$ cat src/sue_params.svh
// Constants for the synchronous serial engine
`ifndef SUE_PARAMS_SVH
`define SUE_PARAMS_SVH
`define SUE_SEL_DATA 1'b0
`define SUE_SEL_CTL 1'b1
`define SUE_MODE_FMT_HI 1
`define SUE_MODE_FMT_LO 0
`define SUE_MODE_LEN_HI 3
`define SUE_MODE_LEN_LO 2
`define SUE_MODE_PAR_EN 4
`define SUE_MODE_PAR_EVEN 5
`define SUE_MODE_EXT_SYNC 6
`define SUE_MODE_SINGLE 7
`define SUE_FMT_SYNC 2'h0
`define SUE_MIN_LEN 4'h5
`define SUE_CMD_TX_PERMIT 0
`define SUE_CMD_DTR 1
`define SUE_CMD_RX_PERMIT 2
`define SUE_CMD_FAULT_CLEAR 4
`define SUE_CMD_RTS 5
`define SUE_CMD_SOFT_REINIT 6
`define SUE_CMD_SEARCH_STATE 7
`define SUE_ST_SLOT_FREE 0
`define SUE_ST_RX_READY 1
`define SUE_ST_TX_IDLE 2
`define SUE_ST_PARITY 3
`define SUE_ST_OVERRUN 4
`define SUE_ST_FRAME 5
`define SUE_ST_SYNC_FOUND 6
`define SUE_ST_DSR 7
`define SUE_RST_BYTE 8'h00
`define SUE_PIN_RST 6'h3e
`define SUE_STATUS_DELAY 16
`endif

$ cat src/sue_pkg.sv
// Types shared by the synchronous serial engine
package sue_pkg;
  typedef enum logic [1:0] {
    CTL_MODE = 2'b00,
    CTL_SYNC1 = 2'b01,
    CTL_SYNC2 = 2'b10,
    CTL_CMD = 2'b11
  } sue_ctl_state_t;
  typedef enum logic [1:0] {
    RX_SEARCH_STATE = 2'b00,
    RX_HUNT2 = 2'b01,
    RX_IDLE = 2'b10,
    RX_DATA = 2'b11
  } sue_rx_state_t;
endpackage

$ cat src/sue_tx.sv
// Transmit shifter: one bit per falling bit-clock edge
`timescale 1ns/100ps
module sue_tx (
  input wire logic clock,
  input wire logic rst,
  input wire logic shiftNow,
  input wire logic loadValid,
  input wire logic [10:0] loadFrame,
  input wire logic [3:0] loadLen,
  output logic taking,
  output logic lastBit,
  output logic txd
);
  logic [10:0] shifter;
  logic [3:0] remain;

  // Next frame joins the stream with no gap
  assign taking = shiftNow && loadValid && (remain <= 4'h1);
  assign lastBit = (remain == 4'h1);

  always_ff @(posedge clock) begin
    if (rst) begin
      shifter <= 11'h000;
      remain <= 4'h0;
      txd <= 1'b1;
    end else if (taking) begin
      txd <= loadFrame[0];
      shifter <= loadFrame >> 1;
      remain <= loadLen;
    end else if (shiftNow && remain > 4'h1) begin
      txd <= shifter[0];
      shifter <= shifter >> 1;
      remain <= remain - 4'h1;
    end else if (shiftNow) begin
      txd <= 1'b1;
      remain <= 4'h0;
    end
  end
endmodule // sue_tx

$ cat src/sue_rx.sv
// Receiver: search_state, sync match and character assembly
`timescale 1ns/100ps
module sue_rx (
  input wire logic clock,
  input wire logic rst,
  input wire logic restart,
  input wire logic bitNow,
  input wire logic bitIn,
  input wire logic enable,
  input wire logic huntReq,
  input wire logic extSync,
  input wire logic extMode,
  input wire logic asyncMode,
  input wire logic dblSync,
  input wire logic [3:0] len,
  input wire logic parEn,
  input wire logic parEven,
  input wire logic [7:0] sync1,
  input wire logic [7:0] sync2,
  output logic charDone,
  output logic [7:0] rxData,
  output logic parityBad,
  output logic frameBad,
  output logic syncHit
);
  sue_pkg::sue_rx_state_t state;
  logic [7:0] win, nw, dataNow;
  logic [3:0] cnt, lastIdx;
  logic parBit, parNow;

  // Right shift leaves unused upper bits zero
  function automatic logic [7:0] align(input logic [7:0] w,
                                       input logic [3:0] n);
    align = w >> (4'h8 - n);
  endfunction

  assign lastIdx = len - 4'h1 + {3'h0, parEn} + {3'h0, asyncMode};

  always_comb begin
    nw = {bitIn, win[7:1]};
    dataNow = (cnt < len) ? align(nw, len) : align(win, len);
    parNow = (cnt == len) ? bitIn : parBit;
  end

  always_ff @(posedge clock) begin
    if (rst || restart) begin
      state <= sue_pkg::RX_SEARCH_STATE;
      win <= 8'h00;
      cnt <= 4'h0;
      parBit <= 1'b0;
      charDone <= 1'b0;
      rxData <= 8'h00;
      parityBad <= 1'b0;
      frameBad <= 1'b0;
      syncHit <= 1'b0;
    end else begin
      charDone <= 1'b0;
      syncHit <= 1'b0;
      if (huntReq && !extMode) begin
        state <= sue_pkg::RX_SEARCH_STATE;
      end else if (extSync && state == sue_pkg::RX_SEARCH_STATE) begin
        state <= sue_pkg::RX_DATA;
        cnt <= 4'h0;
      end else if (enable && bitNow) begin
        case (state)
          sue_pkg::RX_SEARCH_STATE: begin
            win <= nw;
            if (asyncMode) begin
              state <= sue_pkg::RX_IDLE;
            end else if (!extMode && align(nw, len) == align(sync1, len)) begin
              cnt <= 4'h0;
              state <= dblSync ? sue_pkg::RX_HUNT2 : sue_pkg::RX_DATA;
              syncHit <= !dblSync;
            end
          end
          sue_pkg::RX_HUNT2: begin
            win <= nw;
            cnt <= cnt + 4'h1;
            if (cnt == len - 4'h1) begin
              cnt <= 4'h0;
              // Sampled mid-bit of the second sync character
              syncHit <= align(nw, len) == align(sync2, len);
              state <= align(nw, len) == align(sync2, len) ?
                       sue_pkg::RX_DATA : sue_pkg::RX_SEARCH_STATE;
            end
          end
          sue_pkg::RX_IDLE: begin
            cnt <= 4'h0;
            if (!bitIn) begin
              state <= sue_pkg::RX_DATA;
            end
          end
          sue_pkg::RX_DATA: begin
            if (cnt < len) begin
              win <= nw;
            end
            if (cnt == len) begin
              parBit <= bitIn;
            end
            cnt <= cnt + 4'h1;
            if (cnt == lastIdx) begin
              cnt <= 4'h0;
              charDone <= 1'b1;
              rxData <= dataNow;
              parityBad <= parEn && (^dataNow ^ parNow ^ !parEven);
              frameBad <= asyncMode && !bitIn;
              if (asyncMode) begin
                state <= sue_pkg::RX_IDLE;
              end
            end
          end
          default: state <= sue_pkg::RX_SEARCH_STATE;
        endcase
      end
    end
  end
endmodule // sue_rx

$ cat src/sue_engine.sv
// Synchronous serial engine: host port, control words, status, link
//
// Strobed register access and the register addresses were decided locally.
`timescale 1ns/100ps
`include "sue_params.svh"
module sue_engine (
  input wire logic clock,
  input wire logic rst,
  input wire logic cdSel,
  input wire logic [7:0] wrData,
  input wire logic wrStb,
  input wire logic rdStb,
  output logic [7:0] rdData,
  input wire logic transmitBitClock,
  input wire logic receiveBitClock,
  input wire logic rxdPin,
  input wire logic ctsN,
  input wire logic dsrN,
  input wire logic syncFoundIn,
  output logic txd,
  output logic rtsN,
  output logic dtrN,
  output logic transmitSlotFree,
  output logic rxReadyPin,
  output logic transmitterIdleFlag,
  output logic syncFoundOut,
  output logic syncFoundOe
);
  localparam int NPIN = 6;
  localparam logic [NPIN-1:0] PIN_RST = `SUE_PIN_RST;

  sue_pkg::sue_ctl_state_t ctlState;
  logic [7:0] mode, sync1, sync2, command, txBuf, status, txChar, dataMasked;
  logic [NPIN-1:0] pinRaw, pinMeta, pinSync, pinLast;
  logic txFall, txRise, rxRise, ctsOk, extEdge;
  logic ctlWr, dataWr, stRd, dataRd, cmdWr, modeWr, softRst, faultClr;
  logic syncMode, asyncMode, extMode, dblSync, parEn, parEven;
  logic txPermit, rxPermit, operational, huntReq;
  logic [3:0] charLen, txLen;
  logic [10:0] txFrame;
  logic bufFull, txStarted, fillSel, loadValid, taking, lastBit, parBit;
  logic idleSet;
  logic rxCharDone, rxParityBad, rxFrameBad, syncHit;
  logic [7:0] rxData;
  logic rxReady, overrun, parityFault, frameFault, syncFound;

  function automatic logic isSync(input logic [7:0] m);
    isSync = m[`SUE_MODE_FMT_HI:`SUE_MODE_FMT_LO] == `SUE_FMT_SYNC;
  endfunction

  function automatic logic [7:0] lenMask(input logic [3:0] n);
    lenMask = 8'hff >> (4'h8 - n);
  endfunction

  // Link pins are asynchronous to the engine clock
  assign pinRaw = {transmitBitClock, receiveBitClock, rxdPin, ctsN, dsrN,
                   syncFoundIn};
  genvar g;
  generate
    for (g = 0; g < NPIN; g++) begin : g_sync
      always_ff @(posedge clock) begin
        if (rst) begin
          pinMeta[g] <= PIN_RST[g];
          pinSync[g] <= PIN_RST[g];
          pinLast[g] <= PIN_RST[g];
        end else begin
          pinMeta[g] <= pinRaw[g];
          pinSync[g] <= pinMeta[g];
          pinLast[g] <= pinSync[g];
        end
      end
    end
  endgenerate

  assign txFall = pinLast[5] && !pinSync[5];
  assign txRise = !pinLast[5] && pinSync[5];
  assign rxRise = !pinLast[4] && pinSync[4];
  assign ctsOk = !pinSync[2];
  assign extEdge = pinSync[0] && !pinLast[0];

  // Host port decode
  assign ctlWr = wrStb && cdSel == `SUE_SEL_CTL;
  assign dataWr = wrStb && cdSel == `SUE_SEL_DATA;
  assign stRd = rdStb && cdSel == `SUE_SEL_CTL;
  assign dataRd = rdStb && cdSel == `SUE_SEL_DATA;
  assign modeWr = ctlWr && ctlState == sue_pkg::CTL_MODE;
  assign cmdWr = ctlWr && ctlState == sue_pkg::CTL_CMD;
  assign softRst = cmdWr && wrData[`SUE_CMD_SOFT_REINIT];
  assign faultClr = cmdWr && wrData[`SUE_CMD_FAULT_CLEAR];
  assign huntReq = cmdWr && wrData[`SUE_CMD_SEARCH_STATE];

  assign syncMode = isSync(mode);
  assign asyncMode = !syncMode;
  assign extMode = mode[`SUE_MODE_EXT_SYNC];
  assign dblSync = !mode[`SUE_MODE_SINGLE];
  assign parEn = mode[`SUE_MODE_PAR_EN];
  assign parEven = mode[`SUE_MODE_PAR_EVEN];
  assign charLen = `SUE_MIN_LEN +
                   {2'h0, mode[`SUE_MODE_LEN_HI:`SUE_MODE_LEN_LO]};
  assign operational = ctlState == sue_pkg::CTL_CMD;
  assign txPermit = command[`SUE_CMD_TX_PERMIT];
  assign rxPermit = command[`SUE_CMD_RX_PERMIT];

  // Control word sequencing
  always_ff @(posedge clock) begin
    if (rst) begin
      ctlState <= sue_pkg::CTL_MODE;
      mode <= `SUE_RST_BYTE;
      sync1 <= `SUE_RST_BYTE;
      sync2 <= `SUE_RST_BYTE;
      command <= `SUE_RST_BYTE;
    end else if (ctlWr) begin
      case (ctlState)
        sue_pkg::CTL_MODE: begin
          mode <= wrData;
          ctlState <= isSync(wrData) ? sue_pkg::CTL_SYNC1 : sue_pkg::CTL_CMD;
        end
        sue_pkg::CTL_SYNC1: begin
          sync1 <= wrData;
          ctlState <= dblSync ? sue_pkg::CTL_SYNC2 : sue_pkg::CTL_CMD;
        end
        sue_pkg::CTL_SYNC2: begin
          sync2 <= wrData;
          ctlState <= sue_pkg::CTL_CMD;
        end
        sue_pkg::CTL_CMD: begin
          command <= softRst ? `SUE_RST_BYTE : wrData;
          if (softRst) begin
            ctlState <= sue_pkg::CTL_MODE;
          end
        end
        default: ctlState <= sue_pkg::CTL_MODE;
      endcase
    end
  end

  // Transmit character and frame assembly
  always_comb begin
    txChar = bufFull ? txBuf : ((dblSync && fillSel) ? sync2 : sync1);
    dataMasked = txChar & lenMask(charLen);
    parBit = parEn && (^dataMasked ^ !parEven);
    txFrame = {3'h0, dataMasked} | ({10'h000, parBit} << charLen);
    txLen = charLen + {3'h0, parEn};
    if (asyncMode) begin
      txFrame = {txFrame[9:0], 1'b0} | (11'h001 << (txLen + 4'h1));
      txLen = txLen + 4'h2;
    end
  end

  // Sync fill only once a host character has gone out
  assign loadValid = operational && txPermit && ctsOk &&
                     (bufFull || (syncMode && txStarted));

  sue_tx u_tx (
    .clock(clock),
    .rst(rst || softRst),
    .shiftNow(txFall),
    .loadValid(loadValid),
    .loadFrame(txFrame),
    .loadLen(txLen),
    .taking(taking),
    .lastBit(lastBit),
    .txd(txd)
  );

  always_ff @(posedge clock) begin
    if (rst || softRst) begin
      txBuf <= `SUE_RST_BYTE;
      bufFull <= 1'b0;
      txStarted <= 1'b0;
      fillSel <= 1'b0;
    end else begin
      if (dataWr) begin
        txBuf <= wrData;
      end
      // A write in the take cycle refills the buffer
      if (dataWr) begin
        bufFull <= 1'b1;
      end else if (taking && bufFull) begin
        bufFull <= 1'b0;
      end
      if (taking && bufFull && syncMode) begin
        txStarted <= 1'b1;
      end
      if (taking) begin
        fillSel <= bufFull ? 1'b0 : (dblSync && !fillSel);
      end
    end
  end

  // Rising bit-clock edge is the middle of the outgoing bit
  assign idleSet = txRise && lastBit && !bufFull &&
                   (asyncMode || txStarted);

  always_ff @(posedge clock) begin
    if (rst || softRst) begin
      transmitterIdleFlag <= 1'b0;
    end else if (idleSet) begin
      transmitterIdleFlag <= 1'b1;
    end else if (dataWr) begin
      transmitterIdleFlag <= 1'b0;
    end
  end

  sue_rx u_rx (
    .clock(clock),
    .rst(rst),
    .restart(softRst || modeWr),
    .bitNow(rxRise),
    .bitIn(pinSync[3]),
    .enable(operational && rxPermit),
    .huntReq(huntReq),
    .extSync(extEdge && extMode && syncMode),
    .extMode(extMode),
    .asyncMode(asyncMode),
    .dblSync(dblSync),
    .len(charLen),
    .parEn(parEn),
    .parEven(parEven),
    .sync1(sync1),
    .sync2(sync2),
    .charDone(rxCharDone),
    .rxData(rxData),
    .parityBad(rxParityBad),
    .frameBad(rxFrameBad),
    .syncHit(syncHit)
  );

  // Sticky flags: a new event wins over a clear in the same cycle
  always_ff @(posedge clock) begin
    if (rst || softRst) begin
      rxReady <= 1'b0;
    end else if (rxCharDone) begin
      rxReady <= 1'b1;
    end else if (dataRd) begin
      rxReady <= 1'b0;
    end
  end

  always_ff @(posedge clock) begin
    if (rst || softRst) begin
      overrun <= 1'b0;
    end else if (rxCharDone && rxReady && !dataRd) begin
      overrun <= 1'b1;
    end else if (faultClr) begin
      overrun <= 1'b0;
    end
  end

  always_ff @(posedge clock) begin
    if (rst || softRst) begin
      parityFault <= 1'b0;
    end else if (rxCharDone && rxParityBad) begin
      parityFault <= 1'b1;
    end else if (faultClr) begin
      parityFault <= 1'b0;
    end
  end

  always_ff @(posedge clock) begin
    if (rst || softRst) begin
      frameFault <= 1'b0;
    end else if (rxCharDone && rxFrameBad && asyncMode) begin
      frameFault <= 1'b1;
    end else if (faultClr) begin
      frameFault <= 1'b0;
    end
  end

  always_ff @(posedge clock) begin
    if (rst || softRst) begin
      syncFound <= 1'b0;
    end else if (syncHit || (extEdge && extMode && syncMode)) begin
      syncFound <= 1'b1;
    end else if (stRd) begin
      syncFound <= 1'b0;
    end
  end

  // Live flags feed the status byte with no extra delay
  always_comb begin
    status = `SUE_RST_BYTE;
    status[`SUE_ST_SLOT_FREE] = !bufFull;
    status[`SUE_ST_RX_READY] = rxReady;
    status[`SUE_ST_TX_IDLE] = transmitterIdleFlag;
    status[`SUE_ST_PARITY] = parityFault;
    status[`SUE_ST_OVERRUN] = overrun;
    status[`SUE_ST_FRAME] = frameFault;
    status[`SUE_ST_SYNC_FOUND] = syncFound;
    status[`SUE_ST_DSR] = !pinSync[1];
  end

  always_ff @(posedge clock) begin
    if (rst) begin
      rdData <= `SUE_RST_BYTE;
    end else if (stRd) begin
      rdData <= status;
    end else if (dataRd) begin
      rdData <= rxData;
    end else begin
      rdData <= `SUE_RST_BYTE;
    end
  end

  assign transmitSlotFree = !bufFull && ctsOk && txPermit;
  assign rxReadyPin = rxReady;
  assign rtsN = !command[`SUE_CMD_RTS];
  assign dtrN = !command[`SUE_CMD_DTR];
  assign syncFoundOut = syncFound;
  assign syncFoundOe = operational && syncMode && !extMode;
endmodule // sue_engine

$ cat config.mk
export PLATFORM = sky130hd
export DESIGN_NAME = sue_engine
export DESIGN_NICKNAME = d
export VERILOG_FILES = /design/src/sue_pkg.sv /design/src/sue_tx.sv /design/src/sue_rx.sv /design/src/sue_engine.sv
export VERILOG_INCLUDE_DIRS = /design/src
export SDC_FILE = /design/constraint.sdc
export NUM_CORES = 1
export LEC_CHECK = 0
export BUFFER_PORTS_ARGS = -buffer_cell sky130_fd_sc_hd__buf_2
export CAP_MARGIN = 20
export CORE_MARGIN = 2
export CORE_UTILIZATION = 45
export DETAILED_ROUTE_END_ITERATION = 8
export GPL_TIMING_DRIVEN = 0
export PLACE_DENSITY = 0.75
export SYNTH_ARGS = -nofsm -noshare
export SYNTH_HDL_FRONTEND = slang
export SYNTH_SLANG_ARGS = --single-unit
$ cat constraint.sdc
create_clock -name clock -period 3.9 [get_ports clock]
set_clock_uncertainty 0.1 [all_clocks]
set_input_delay 0 -clock clock [delete_from_list [all_inputs] [get_ports clock]]
set_output_delay 0 -clock clock [all_outputs]
set_load 0.01 [all_outputs]
==> Yosys cells after proc, flatten, opt, wreduce, memory -nomap -nowiden <==
Index checks and enable logic that the tools add are counted.
{ "totals": {"reg_bits": 114, "latchBits": 0, "ram_bits": 0, "mem_bits_ro": 0, "input_bits": 19, "output_inout_bits": 16, "word_cells": 253, "n_memories": 0} }
{ "classes": {"n_addsub": 10, "multipliers": 0, "div": 0, "n_lt_le_gt_ge": 3, "eq_ne": 21, "shifts": 7, "muxes": 59, "bitwise_logic": 11, "n_reduce_logical": 99} }
{ "op_table": {"columns": ["operator", "count"], "rows": [
  ["8-bit two-way mux", 6],
  ["1-bit logical AND", 46],
  ["4-bit two-way mux", 10],
  ["8-bit by 4-bit right shift with 8-bit output", 4],
  ["2-bit two-way mux", 12],
  ["1-bit two-way mux", 22],
  ["10-bit two-way mux", 2],
  ["2-bit nonzero test", 10],
  ["8-bit equality test", 2],
  ["1-bit zero test", 16],
  ["2-bit one-hot mux with 4 select lines", 2],
  ["4-bit one-hot mux with 4 select lines", 1],
  ["8-bit one-hot mux with 2 select lines", 1],
  ["8-bit XOR reduction", 2],
  ["4-bit by 1-bit adder with 4-bit output", 3],
  ["4-bit equality test", 3],
  ["11-bit two-way mux", 1],
  ["11-bit OR", 1],
  ["8-bit by 11-bit OR with 11-bit output", 1],
  ["1-bit by 4-bit left shift with 11-bit output", 1],
  ["1-bit by 4-bit left shift with 11-bit output, first input constant", 1],
  ["2-bit AND reduction", 5],
  ["5-bit AND reduction", 2],
  ["4-bit by 1-bit adder with 4-bit output, second input constant", 2],
  ["other kinds (30)", 54]
]} }

==> Longest topological paths before layout <==
Gate-level depths: netlist (run 1).
{ "depth": {"word_depth": 13, "depth_mapped": 16, "mapped_depth_nobuf": 12} }

==> Modules after synthesis <==
From an unflattened synthesis (run 1), not the netlist that was laid out.
{ "unflattened": {"cells_unflattened": 787, "hier_area_um2": 6910.4} }
{ "by_module_without_submodules": {"columns": ["mod", "n_inst", "cells_each", "area_per_inst_um2", "seq_area_each_um2"], "rows": [
  ["sue_engine", 1, 377, 3349.5, 1401.3],
  ["sue_rx", 1, 314, 2698.8, 540.5],
  ["sue_tx", 1, 96, 862.1, 300.3]
]} }

==> Worst setup path before layout (run 1) <==
No wires, ideal clock.
{ "synth_timing": {"path_type": "reg2reg", "startpoint": "reg mode[2]", "endpoint": "reg u_rx.parityBad", "setup_time_ns": 0.071, "t_arrival_ns": 3.587, "t_required_ns": 3.729, "setup_slack_ns": 0.143, "path_stages_with_launch": 16, "n_path_buf": 4, "synth_period_minus_slack_ns": 3.757, "cell_sequence": "dfxtp_1 -> buf_4 -> inv_1 -> ha_1 -> buf_4 -> buf_2 -> inv_1 -> ha_1 -> a21oi_1 -> o21ai_1 -> buf_2 -> mux2i_1 -> xnor3_1 -> xnor2_1 -> or3_1 -> a21oi_1"} }
{ "synth_via": {"elab_chain_cells": 8} }
{ "synth_lines": {"columns": ["element", "line", "rtl"], "rows": [
  ["start, declared", "sue_engine.sv:33", "logic [7:0] mode, sync1, sync2, command, txBuf, status, txChar, dataMasked;"],
  ["start signal, assigned", "sue_engine.sv:108", "mode <= `SUE_RST_BYTE;"],
  ["start signal, assigned", "sue_engine.sv:115", "mode <= wrData;"],
  ["3-bit by 2-bit adder with 4-bit output (no source line) (*)", null, null],
  ["parallel branches: the longest is 7 deep, another holds 4-bit by 1-bit subtractor with 4-bit output", null, null],
  ["end signal, assigned", "sue_rx.sv:105", "parityBad <= parEn && (^dataNow ^ parNow ^ !parEven);"],
  ["end, declared", "sue_rx.sv:22", "output logic parityBad,"]
]} }
Mark *: on every way between the ends.
A chain may end at the register's enable or synchronous reset.

==> Final worst setup path (run 1) <==
Ends and elaborated chain as after synthesis.

==> run summary, run 1 <==
The netlist uses 70 different library cells. By instance count, the cell type seen most on the critical path is buf_6. In this run the count of I/O pins placed on the die edge is 35.

The run gives 0.2189 as the combined global-route utilization of all metal layers. The tightest hold margin was 144.9 ps. With fillers left out, the area of the finished cells amounts to 7495 sq um.

For the portion of total power attributed to sequential cells, the log shows 0.476. STA classifies the critical path startpoint as a flop. Fraction of layout cells with a size suffix above 1: 0.1640. The run gives 5184 as the via count of the first global-routing pass. The share of power burned in combinational logic came out at 0.161. The number of max-cap violations is 0, and the switching portion of total power is 0.2883. The share of flip-flops with an asynchronous set or reset after synthesis is 0, and the simple-gate share of the synthesized area is 0.1715. The run gives 0.4551 as the initial cell density of the core. Walking the worst path, the cells encountered are buf_6 > clkinvlp_4 > ha_1 > buf_6 > buf_8 > clkinvlp_4 > ha_1 > a21oi_1 > o21ai_2 > buf_6 > mux2i_2 > xnor3_1 > xnor2_1 > or3_1 > a21oi_1. The die is 124.5 um tall. Clock-pin slew was measured on the worst setup and hold paths at 70 ps.

For the number of clock sinks, the log shows 112. Once placement finished, the instance area stood at 6924 sq um. The run finished with clean final reports. In this run the remaining antenna-violating nets after routing total 0. Summed over all nets, the switching power comes to 719.5 uW. The slew at the pin with the worst max-slew slack was 841.4 ps; the arithmetic-cell share of the synthesized area counting full adders, half adders and majority gates was 0.04057. The tools report the iteration count of the initial detailed-routing pass as 5.

After synthesis, the largest family of logic cells by area is simple AND/OR/NAND/NOR gates. The number of antenna diodes in the final layout is 0. Clock tree root driver cell: clkbuf_16. The logs give 12.34 mm for the total half-perimeter wirelength after legalization and detailed placement and 4090 ps for the required time of the critical path. The run gives 0 as the initial antenna violation count.

At the end of routability-driven placement, the weighted congestion stood at 0.9322. The tools report the part of the Yosys area used for sequential elements as 0.3429. The die covers 15510 sq um.

The tools report the global-route congestion overflow total as 0. Each instance of the synthesized netlist takes up on average 8.884 sq um. The fraction of synthesized area in multiplexers was 0.1678; the peak ir drop on the vdd network was 0.4426 mV.

The number of buffers added by the clock tree synthesis step was 9. For the met1 wire length, the log shows 7.578 mm. The number of enable-type register cells in the synthesized netlist is 0, and the shortest period the worst path allows is 3755 ps. Timing would allow up to 266.3 MHz.

For the maximum number of pins on one net before global-route repair, the log shows 21. The via count is 5662. For the worst-skew pair, the clock arrives at the later sink with an insertion delay of 360 ps.

The internal power of the cells was 1776 uW. The slowest stage of the critical path is the dfxtp_2 cell. The net count of the mapped netlist is 775, and the share of the synthesized area in compound gates (AO/OA/AOI/OAI) is 0.1485.

In this run the core area contains 44 standard-cell rows. Detail-routed via count per cell: 5.725. From left edge to right edge, the die measures 124.5 um. The first routing iteration left 522 violations. The run gives 0.4379 as the worst slew margin relative to its limit. The peak fanout along the critical path is 10, and the first-pass GRT wire length is 27.03 mm. The tools report the number of nets in the finished design as 839. On the critical path the largest part of the delay comes from buffers and inverters. The clock network power share was 0.363; the detailed-route wire length per cell was 17.27 um.

The topmost layer with routed signal wires was met4. Wire segments on met2 add up to 8.099 mm in the final route. For this run, the slowest stage of the critical path takes 400 ps.

The category of the critical setup timing path was flop to flop. For the netlist area before placement, the log shows 6539 sq um. The worst endpoint data arrival time was 3940 ps. The fraction of the cycle the final worst path needs works out to 0.9628. For this design the static power due to leakage is 0.003005 uW. The instance count of the mapped netlist was 736; the maximum level of the CTS H-tree was 3. The final layout contains routed wiring with a total length of 17.08 mm.

The tools report the final count of pins violating max slew as 0. The most used flip-flop cell after synthesis is dfxtp_1. Setup repair after global routing left no endpoint under its margin. In the routed design, unresolved DRC markers number 0.

Relative to the synthesized area, the layout overhead comes to 14.62%. TritonCTS built the clock tree. Synthesis inferred 112 register bits. The clock passes through at most 2 buffers.

The min-delay analysis places its worst path in the category input pin to flop. The routed length on met3 is 1.118 mm. The count of buffers added on input and output ports is 31.

The core region is 14370 sq um. Power spread over the standard cell area amounts to 333.0 nW/um^2. The tools report the type of element capturing the critical path as a flop. Yosys printed 0 warnings. The critical path contains buffers and inverters numbering 6 combined. Setup violations remaining at the end of the flow were counted as 0. The share of the core filled with cells in the final layout was 0.5216; the count of endpoints failing hold in the final timing report was 0. The synthesized-area fraction occupied by xor and xnor cells is 0.07157.
-- synthesized netlist by cell type, drive strengths merged, types with 13 or more instances --
| library cell | n | area [sq um] |
|---|---|---|
| a21oi | 67 | 335.3 |
| nor3 | 14 | 70.07 |
| ha | 18 | 225.2 |
| nand2 | 59 | 221.5 |
| or2 | 18 | 112.6 |
| nand3 | 13 | 77.58 |
| nor2 | 101 | 379.1 |
| mux4 | 15 | 337.8 |
| dfxtp | 112 | 2242 |
| inv | 25 | 96.35 |
| o21ai | 22 | 110.1 |
| clkbuf | 35 | 182.7 |
| mux2i | 68 | 680.7 |
| buf | 14 | 95.08 |
| xnor2 | 21 | 210.2 |
| xor2 | 22 | 211.5 |
-- routing by layer --
layer | GRT usage | vias to the layer above
li1 | - | 2722
met3 | 0.04467 | 23
met4 | 0.05618 | 0
met1 | 0.2918 | 2704
met2 | 0.3635 | 213
met5 | 0 | -
-- worst register-to-register path: stages (launching register included) --
cell        delay, ps
dfxtp_2           400
buf_6             190
clkinvlp_4        150
ha_1              310
buf_6             180
buf_8             180
clkinvlp_4        110
ha_1              300
a21oi_1            80
o21ai_2           240
buf_6             190
mux2i_2           250
xnor3_1           370
xnor2_1           150
or3_1             330
a21oi_1           160
-- cell type report --
cell class                 instances  area (sq um)
fill                            1337          6874
multi-input combinational        550          3960
sequential                       112          2243
timing repair buffer              53         360.3
buffer                            49         305.3
tap                              184         230.2
clock buffer                       9         225.2
inverter                          25         103.9
clock inverter                     7         66.31
-- per-stage QoR --
stage | power, uW | TNS (ps) | cells | worst slack (ps)
2_1_floorplan | 1484 | 0 | 736 | 142.5
3_3_place_gp | 1577 | -5583 | 951 | -533.9
3_5_place_dp | 1582 | -6472 | 951 | -581.9
4_1_cts | 2494 | 0 | 984 | 20.71
5_1_grt | 2578 | 0 | 989 | 4.672
6_report | 2496 | 0 | 989 | 145.2
-- final timing paths --
| check | from | to | slack (ps) | cells past startpoint |
|---|---|---|---|---|
| setup / recovery | mode[2]$_SDFFE_PP0P_ | u_rx.parityBad$_SDFFE_PP0P_ | 150 | 15 |
| hold / removal | wrStb | ctlState[0]$_SDFFE_PP0P_ | 140 | 5 |
| setup reg to reg | mode[2]$_SDFFE_PP0P_ | u_rx.parityBad$_SDFFE_PP0P_ | 150 | 15 |
| hold reg to reg | pinSync[1]$_SDFF_PP1_ | rdData[7]$_SDFF_PP0_ | 310 | 1 |
-- power by group through the flow --
stage / combinational, uW / clock [uW] / sequential, uW
3_5_place_dp: 369 / 0 / 1210
6_report: 402 / 907 / 1190
2_1_floorplan: 277 / 0 / 1210
4_1_cts: 387 / 920 / 1190
3_3_place_gp: 365 / 0 / 1210
5_1_grt: 433 / 955 / 1190
-- cell usage in the layout, fill, tap and decap left out, types with 8 or more instances in the layout --
cell type and instances:
a21oi_1 66, dfxtp_1 111, inv_1 22, mux2i_1 67, nor2b_1 8, ha_1 18
nand2_1 59, xor2_1 21, clkbuf_16 9, a31oi_1 8, nor3_1 14, dlygate4sd3_1 16
mux4_2 15, o21ai_0 15, or2_2 18, nand3_1 12, buf_2 32, clkbuf_1 28
nor2_1 100, xnor2_1 19
-- cells by family after synthesis --
group           Yosys count
mux                      90
flops                   112
buf+inv                  74
simple gates            244
fa+ha+maj                20
compound gates          151
xor+xnor                 45
-- flip-flops by register name (all words and copies together) (netlist names), 2 cells and up --
name          flops
rdData            8
pinLast           3
u_rx.cnt          4
txBuf             8
u_rx.win          8
sync2             8
u_tx.shifter     10
u_tx.remain       4
pinSync           6
sync1             8
mode              8
ctlState          2
u_rx.state        2
u_rx.rxData       8
command           4
pinMeta           6
-- what timing repair did --
item	4_1_cts	5_1_grt
endpoints found under the setup margin	19	11
hold endpoints to repair	43	0
gates resized for setup	11	9
pin swaps	0	1
buffers inserted	1	5
hold buffers	16	0
Power figures use the tool's default switching activity.
==> inputs of run 2 (changes only) <==
--- a/config.mk
+++ b/config.mk
@@ -8,11 +8,13 @@
 export LEC_CHECK = 0
 export BUFFER_PORTS_ARGS = -buffer_cell sky130_fd_sc_hd__buf_2
 export CAP_MARGIN = 20
+export CELL_PAD_IN_SITES_DETAIL_PLACEMENT = 2
+export CELL_PAD_IN_SITES_GLOBAL_PLACEMENT = 2
 export CORE_MARGIN = 2
-export CORE_UTILIZATION = 45
+export CORE_UTILIZATION = 35
 export DETAILED_ROUTE_END_ITERATION = 8
 export GPL_TIMING_DRIVEN = 0
-export PLACE_DENSITY = 0.75
+export PLACE_DENSITY = 0.87
 export SYNTH_ARGS = -nofsm -noshare
 export SYNTH_HDL_FRONTEND = slang
 export SYNTH_SLANG_ARGS = --single-unit
==> run 2 against run 1 <==
Utilization down 10 points. First-iteration DRC count down 57%. Worst hold slack worse by 36 ps. Register-to-register slack worse by 90 ps. Worst setup slack worse by 87 ps. Critical endpoint unchanged.
==> run summary, run 2 (synthesis gave the netlist of run 1 again) <==
The tightest min-delay check is of the input pin to flop type. The width of the chip came out at 140.7 um (+13%). The count of endpoints failing setup in the final report was 0 (unchanged); the number of standard-cell rows in the floorplan was 49 (+11%).

The count of endpoints failing hold in the final timing report came out at 0 (unchanged). Area used by multi-input combinational logic: 3991 sq um (+0.79%). The combined global-route utilization of all metal layers came out at 0.2493 (+0.03037).

The logic depth of the worst setup path including buffers was 15 (unchanged); the global-route congestion overflow total was 0 (unchanged). The core box area is 18150 sq um (+26%). The die height is 140.7 um (+13%), and the routed wire length is 24.74 mm (+45%). The number of nets in the finished design is 840 (+0.12%), and the clock latency of the later-clocked register in the worst-skew pair is 370 ps (about the same).

The worst endpoint data arrival time is 4030 ps (+90 ps). The run gives 2243 sq um (unchanged) as the register cell area after layout. The logs give 0 (unchanged) for the number of max-cap violations and 16.92 mm (+37%) for the total half-perimeter wirelength after legalization and detailed placement.

The logs give 0.4204 (-0.1012) for the share of the core filled with cells in the final layout and 4090 ps (about the same) for the required time of the critical path. The setup path with the least slack is of type flop to flop. The delay of the slowest critical-path stage is 450 ps (+50 ps).

Number of DRC markers in iteration 0: 225 (-57%). Commonest non-fill, non-tap cell in the layout: dfxtp_1. The logs give 0 (unchanged) for the antenna cell count and 0 (unchanged) for the final count of pins violating max slew.

The tools report the total DRC errors in the routed layout as 0 (unchanged). The slew at the pin with the worst max-slew slack was 860.3 ps (+18.88 ps). Broken down by cell family, the worst path's largest delay share belongs to buffers and inverters.

Logic depth of the worst register-to-register path: 15 (unchanged). The fraction of the cycle the final worst path needs came out at 0.9851 (+0.02236). The tools report the reg-to-reg setup timing slack as 60 ps (-90 ps). The tightest hold margin is 109.1 ps (-35.79 ps). The initial cell density of the core came out at 0.3603 (-0.09475). The shortest period the worst path allows was 3842 ps (+87.21 ps).

The critical path goes through buf_8 > clkinvlp_4 > ha_1 > buf_6 > buf_8 > clkinvlp_4 > ha_1 > a21oi_1 > o21ai_2 > mux2i_1 > nor2_2 > xnor3_1 > xnor2_1 > or3_1 > a21oi_1. The fraction of layout cells with a size suffix above 1 came out at 0.1700 (+0.006000). The tools report the worst slew margin relative to its limit as 0.4253 (-0.01262). Ranked by flip-flop count, first place goes to u_tx.shifter. Beginning of the worst register-to-register path: mode[2]$_SDFFE_PP0P_.

The endpoint identified for the worst register-to-register timing path is u_rx.parityBad$_SDFFE_PP0P_. The detail-routed via count per cell is 5.701 (-0.41%). The tools report the via count as 5901 (+4.2%).

The count of boundary I/O pins is 35 (unchanged), and the static leakage is 0.003028 uW (+0.77%). The detailed-route wire length per cell works out to 23.90 um (+38%). The run finished with clean final reports.

In the layout the commonest cells are dfxtp_1 (111), nor2_1 (99), mux2i_1 (67). For the first-pass GRT wire length, the log shows 37.81 mm (+40%). The run gives 2 (unchanged) as the maximum clock path buffer count. For the top achievable clock speed, the log shows 260.3 MHz (-2.3%).

Clock tree root driver cell: clkbuf_16. The end point of the critical path is u_rx.parityBad$_SDFFE_PP0P_. The most critical setup path has its startpoint at mode[2]$_SDFFE_PP0P_.

The tools report the maximum level of the CTS H-tree as 3 (unchanged). The tools report the number of nets with antenna violations after routing as 0 (unchanged). Initial antenna violation count: 0 (unchanged). Setup repair after global routing could not meet its margin everywhere. The worst setup path is captured at a flop. The tools report the maximum number of pins on one net before global-route repair as 20 (-4.8%). The peak fanout along the critical path came out at 10 (unchanged). On the critical path, the stage with the largest delay is an instance of xnor3_1.

The run gives 0.2075 mV (-53%) as the peak ir drop on the vdd network. The relative area change from synthesis to final layout is 16.69%, and the iteration count of the initial detailed-routing pass is 4 (-1). The number of buffers inserted by port buffering is 31 (unchanged).

The sum of buffers and inverters on the critical path was 5 (-1); the number of flip-flops under the largest register name was 10 (unchanged). TritonCTS built the clock tree. The via count of the first global-routing pass was 6609 (+27%); the register clock-pin slew on the reported worst setup and hold paths was 80 ps (about the same).

The sort of element at the start of the critical path was a flop. For the global placement routability congestion, the log shows 0.9037 (-3.1%). The areal power density over the cells works out to 346.7 nW/um^2 (+4.1%). The number of clock sinks was 112 (unchanged). The overall die area is 19790 sq um (+28%), and the number of buffers added by the clock tree synthesis step is 9 (unchanged).

The number of filler cells placed in the layout is 1985 (+48%).
[run 2: changes by cell type in the layout (fill, tap and decap cells not counted), sizes merged]
cell,change
clkinvlp,-1
clkinv,-2
clkbuf,-1
buf,+4
dlygate4sd3,-1
inv,+1
bufinv,+1
[run 2: worst min-delay path by stage]
stage                               start               endpoint  slack [ps]  cells after the start
after global routing                  rst  pinLast[0]$_SDFF_PP0_         130                      2
final                                 rst  pinLast[0]$_SDFF_PP0_         110                      2
after global placement    receiveBitClock  pinMeta[4]$_SDFF_PP1_          80                      2
after detailed placement  receiveBitClock  pinMeta[4]$_SDFF_PP1_          90                      2
after CTS                             rst  pinLast[0]$_SDFF_PP0_         100                      2
after floorplan                      dsrN  pinMeta[1]$_SDFF_PP1_           4                      1
[run 2: what timing repair did]
action / in CTS / in global routing
hold endpoints to repair: 41 / 0
setup endpoints to repair: 32 / 31
resized for setup: 15 / 10
hold buffers: 15 / 0
setup buffers: 4 / 5
pin swaps: 2 / 4
[run 2: per-stage QoR]
step	total power, uW	area (sq um)	setup WS [ps]	TNS (ps)	instances
final	2645	7630	58.00	0	1035
after global routing	2746	7630	-167.5	-318.4	1035
after CTS	2643	7543	-57.00	-60.38	1031
after detailed placement	1613	6980	-635.2	-9603	996
after global placement	1592	6980	-510.5	-6176	996
after floorplan	1484	6539	142.5	0	736
[run 2: final cells by class]
class                      count  area share
clock inverter                 6    0.009839
clock buffer                  10     0.03132
inverter                      25     0.01361
sequential                   112      0.2940
multi-input combinational    550      0.5231
tap                          229     0.03755
buffer                        48     0.04001
timing repair buffer          55     0.05051
[run 2: per-layer routing]
metal / GRT usage / vias to the layer above / routed length, um
li1: - / 2712 / -
met1: 0.3063 / 3019 / 10550
met2: 0.4334 / 128 / 12510
met3: 0.04755 / 42 / 969
met4: 0.09474 / 0 / 704
met5: 0 / - / 0
[run 2: worst reg2reg max path: cells and delay by family (launching register included)]
| kind | cells | cell delay [ps] |
|---|---|---|
| buffers and inverters | 5 | 830 |
| adders and majority gates | 2 | 670 |
| xor gates and xnor gates | 2 | 590 |
| and+or+nand+nor | 2 | 550 |
| AOI/OAI and AO/OA | 3 | 500 |
| DFF | 1 | 390 |
| muxes | 1 | 130 |
[run 2: report_power, final]
| group | switching, uW | internal (uW) |
|---|---|---|
| clock network | 484 | 527 |
| logic | 274 | 171 |
| registers | 23.6 | 1170 |
==> inputs of run 3 (changes only) <==
--- a/config.mk
+++ b/config.mk
@@ -6,15 +6,16 @@
 export SDC_FILE = /design/constraint.sdc
 export NUM_CORES = 1
 export LEC_CHECK = 0
+export ABC_AREA = 1
 export BUFFER_PORTS_ARGS = -buffer_cell sky130_fd_sc_hd__buf_2
 export CAP_MARGIN = 20
 export CELL_PAD_IN_SITES_DETAIL_PLACEMENT = 2
 export CELL_PAD_IN_SITES_GLOBAL_PLACEMENT = 2
 export CORE_MARGIN = 2
-export CORE_UTILIZATION = 35
+export CORE_UTILIZATION = 32
 export DETAILED_ROUTE_END_ITERATION = 8
 export GPL_TIMING_DRIVEN = 0
-export PLACE_DENSITY = 0.87
+export PLACE_DENSITY = 0.88
 export SYNTH_ARGS = -nofsm -noshare
 export SYNTH_HDL_FRONTEND = slang
 export SYNTH_SLANG_ARGS = --single-unit
==> run 3 against run 2 <==
Count of clock-buffer cells in the layout decreased by 1. Register-to-register slack improved by 96 ps. Clock power increased by 6%. Routed wire length increased by 36%.
==> run summary, run 3 <==
The portion of synthesized cell area occupied by the leading cell type was 0.3402 (-0.002734); the total negative slack was 0 ps (unchanged). The final non-filler cell total is 1309 (+26%), and the post-synthesis average cell area is 6.830 sq um (-23%). For the core box area, the log shows 20230 sq um (+12%). The width of the chip was 147.5 um (+4.9%). Category of the critical setup timing path: flop to flop. The top achievable clock speed was 267.0 MHz (+2.6%); the slew at the pin with the worst max-slew slack was 1084 ps (+223.9 ps). The maximum level of the CTS H-tree was 3 (unchanged). The number of DRC markers in iteration 0 came out at 459 (+100%).

The tools report the via count of the first global-routing pass as 8398 (+27%). Register bit count reported by yosys: 112 (unchanged). The count of endpoints failing setup in the final report is 0 (unchanged). The first-pass GRT wire length was 51.37 mm (+36%); the peak ir drop on the vdd network was 0.2949 mV (+42%).

The die height works out to 147.5 um (+4.9%). The final instance area came out at 7709 sq um (+1.0%). Clock latency of the later-clocked register in the worst-skew pair: 390 ps (+20 ps). For the count of boundary I/O pins, the log shows 35 (unchanged).

The tools report the count of endpoints failing hold in the final timing report as 0 (unchanged). The tools report the type of element capturing the critical path as a flop. The number of max-cap violations came out at 0 (unchanged). The overall die area is 21760 sq um (+10%). The initial cell density of the core is 0.3257 (-0.03457), and the worst slew margin relative to its limit is 0.2705 (-0.1548).

Counting flops per register, the top entry is u_tx.shifter. The net count of the mapped netlist is 1004 (+30%), and the part of the Yosys area used for sequential elements is 0.3402 (-0.002734). The fraction of the cycle the final worst path needs was 0.9605 (-0.02464); the instance count of the mapped netlist was 965 (+31%). For the via count, the log shows 7519 (+27%). The flow ran to the end, and the final reports show no timing, DRC or antenna violations.

Routed wire length: 33.55 mm (+36%). The share of flip-flops with an asynchronous set or reset after synthesis came out at 0 (unchanged). The fraction of layout cells with a size suffix above 1 was 0.1232 (-0.04678). The biggest area contributor in the post-synthesis netlist is dfxtp_1. Clock tree root driver cell: clkbuf_16. The cell total after placement is 1267 (+27%), and the total DRC errors in the routed layout is 0 (unchanged).

For the placement-stage cell area, the log shows 7089 sq um (+1.6%). The number of nets with antenna violations after routing came out at 0 (unchanged). By area the synthesized netlist is led by dfxtp_1 (34%), nand2_1 (12%), a21oi_1 (7.3%).

The number of buffers added by the clock tree synthesis step is 9 (unchanged). The number of enable-type register cells in the synthesized netlist came out at 0 (unchanged). In the layout the commonest cells are nand2_1 (210), dfxtp_1 (111), a21oi_1 (96). Maximum number of pins on one net before global-route repair: 24 (+20%). The relative area change from synthesis to final layout was 16.95%.

The most common cell in the synthesized netlist is nand2_1. The combined global-route utilization of all metal layers is 0.3072 (+0.05791). The detailed-route wire length per cell was 25.63 um (+7.2%). Shortest period the worst path allows: 3746 ps (-96.12 ps).

For the iteration count of the initial detailed-routing pass, the log shows 5 (+1). The peak fanout along the critical path is 14 (+4), and the areal power density over the cells is 382.6 nW/um^2 (+10%). The final count of pins violating max slew came out at 0 (unchanged).

Netlist area before placement: 6591 sq um (+0.80%). The min-delay analysis places its worst path in the category input pin to flop. The tools report the global-route congestion overflow total as 0 (unchanged). The tools report the number of clock sinks as 112 (unchanged). The logs give 4080 ps (about the same) for the required time of the critical path and 3930 ps (-100 ps) for the worst endpoint data arrival time. The detail-routed via count per cell works out to 5.744 (+0.75%). The Yosys warning count was 0 (unchanged). The run gives 0.8939 (-1.1%) as the global placement routability congestion. The share of the core filled with cells in the final layout is 0.3810 (-0.03947), and the number of flip-flops under the largest register name is 10 (unchanged).

The antenna cell count came out at 0 (unchanged). The logs give 47 (-33%) for the post-synthesis cell type count and 19.71 mm (+17%) for the total half-perimeter wirelength after legalization and detailed placement. For the number of standard-cell rows in the floorplan, the log shows 52 (+6.1%). The static leakage came out at 0.003128 uW (+3.3%). The commonest non-fill, non-tap cell in the layout was nand2_1. The number of filler cells placed in the layout is 2337 (+18%), and the initial antenna violation count is 0 (unchanged). In the synthesized netlist, the cells that appear most often are nand2_1 (211), dfxtp_1 (112), a21oi_1 (96). The tools report the sort of element at the start of the critical path as a flop.

The maximum clock path buffer count is 2 (unchanged), and the register clock-pin slew on the reported worst setup and hold paths is 100 ps (+20 ps). The predominant post-synthesis flop cell was dfxtp_1. TritonCTS built the clock tree. The number of buffers inserted by port buffering is 32 (+3.2%), and the number of nets in the finished design is 1073 (+28%).
[run 3: logic make-up (layout without fill, tap and decap cells)]
family,Yosys count,in the layout,synth area share
buffers and inverters,143,217,0.09776
flip-flops,112,112,0.3402
AND/OR/NAND/NOR,418,418,0.2754
adder cells (fa/ha/maj),20,20,0.04024
AO/OA/AOI/OAI,247,247,0.2120
XOR/XNOR,25,25,0.03436
[run 3: final cells by class]
cell class	count	area (sq um)	share of cell area
Buffer	42	274.0	0.03555
Clock inverter	7	90.09	0.01169
Multi-Input combinational cell	710	3734	0.4843
Sequential cell	112	2246	0.2913
Timing Repair Buffer	58	415.4	0.05389
Tap cell	270	337.8	0.04382
Clock buffer	9	225.2	0.02922
Inverter	101	386.6	0.05015
[run 3: repair_timing]
item | 4_1_cts | 5_1_grt
setup buffers | 0 | 2
hold buffers | 24 | 0
gates resized for setup | 7 | 12
endpoints found under the hold margin | 45 | 0
setup endpoints to repair | 16 | 21
[run 3: final timing paths]
check	startpoint	to	slack [ps]	depth (start not counted)
worst max-delay path	mode[2]$_SDFFE_PP0P_	u_tx.shifter[7]$_SDFFE_PP0P_	150	22
worst min-delay path	ctsN	pinMeta[2]$_SDFF_PP1_	240	3
worst max register to register	mode[2]$_SDFFE_PP0P_	u_tx.shifter[7]$_SDFFE_PP0P_	150	22
worst min register to register	pinMeta[2]$_SDFF_PP1_	pinSync[2]$_SDFF_PP1_	330	1
[run 3: where the power goes]
part	internal (uW)	switching (uW)
clock	471	597
sequential	1170	25.4
combinational	212	476
total	1850	1100
[run 3: stage by stage]
| stage | hold WS (ps) | power [uW] | setup WS (ps) |
|---|---|---|---|
| after detailed placement | 86.87 | 1792 | -272.5 |
| after global routing | 252.4 | 3022 | -11.25 |
| final | 242.1 | 2949 | 154.1 |
| after floorplan | 3.811 | 1616 | 552.9 |
| after global placement | 83.37 | 1763 | -222.9 |
| after CTS | 235.5 | 2831 | 18.15 |
[run 3: worst max-delay path: stages (launching register included)]
cell and delay [ps]:
dfxtp_4 380, inv_4 70, buf_12 160, ha_1 290, buf_6 170, inv_4 90, nand2_4 120, nand2_8 100
nor2_1 180, nand2_1 260, inv_1 150, nand2_1 70, nand2_1 90, nand2_1 50, nand3_1 120, nand2_1 80
nand2_1 100, nand3_2 160, o21ai_0 390, nand2_1 140, nand3_1 120, nand2_1 50, a21oi_1 190
[run 3: metal layers]
layer  global-route usage  up-vias  wire length, um
met4               0.1486        0             1829
li1                     -     3320                -
met5                    0        -                0
met3              0.05062      129             1782
met2               0.5405      344            16370
met1               0.3632     3726            13580
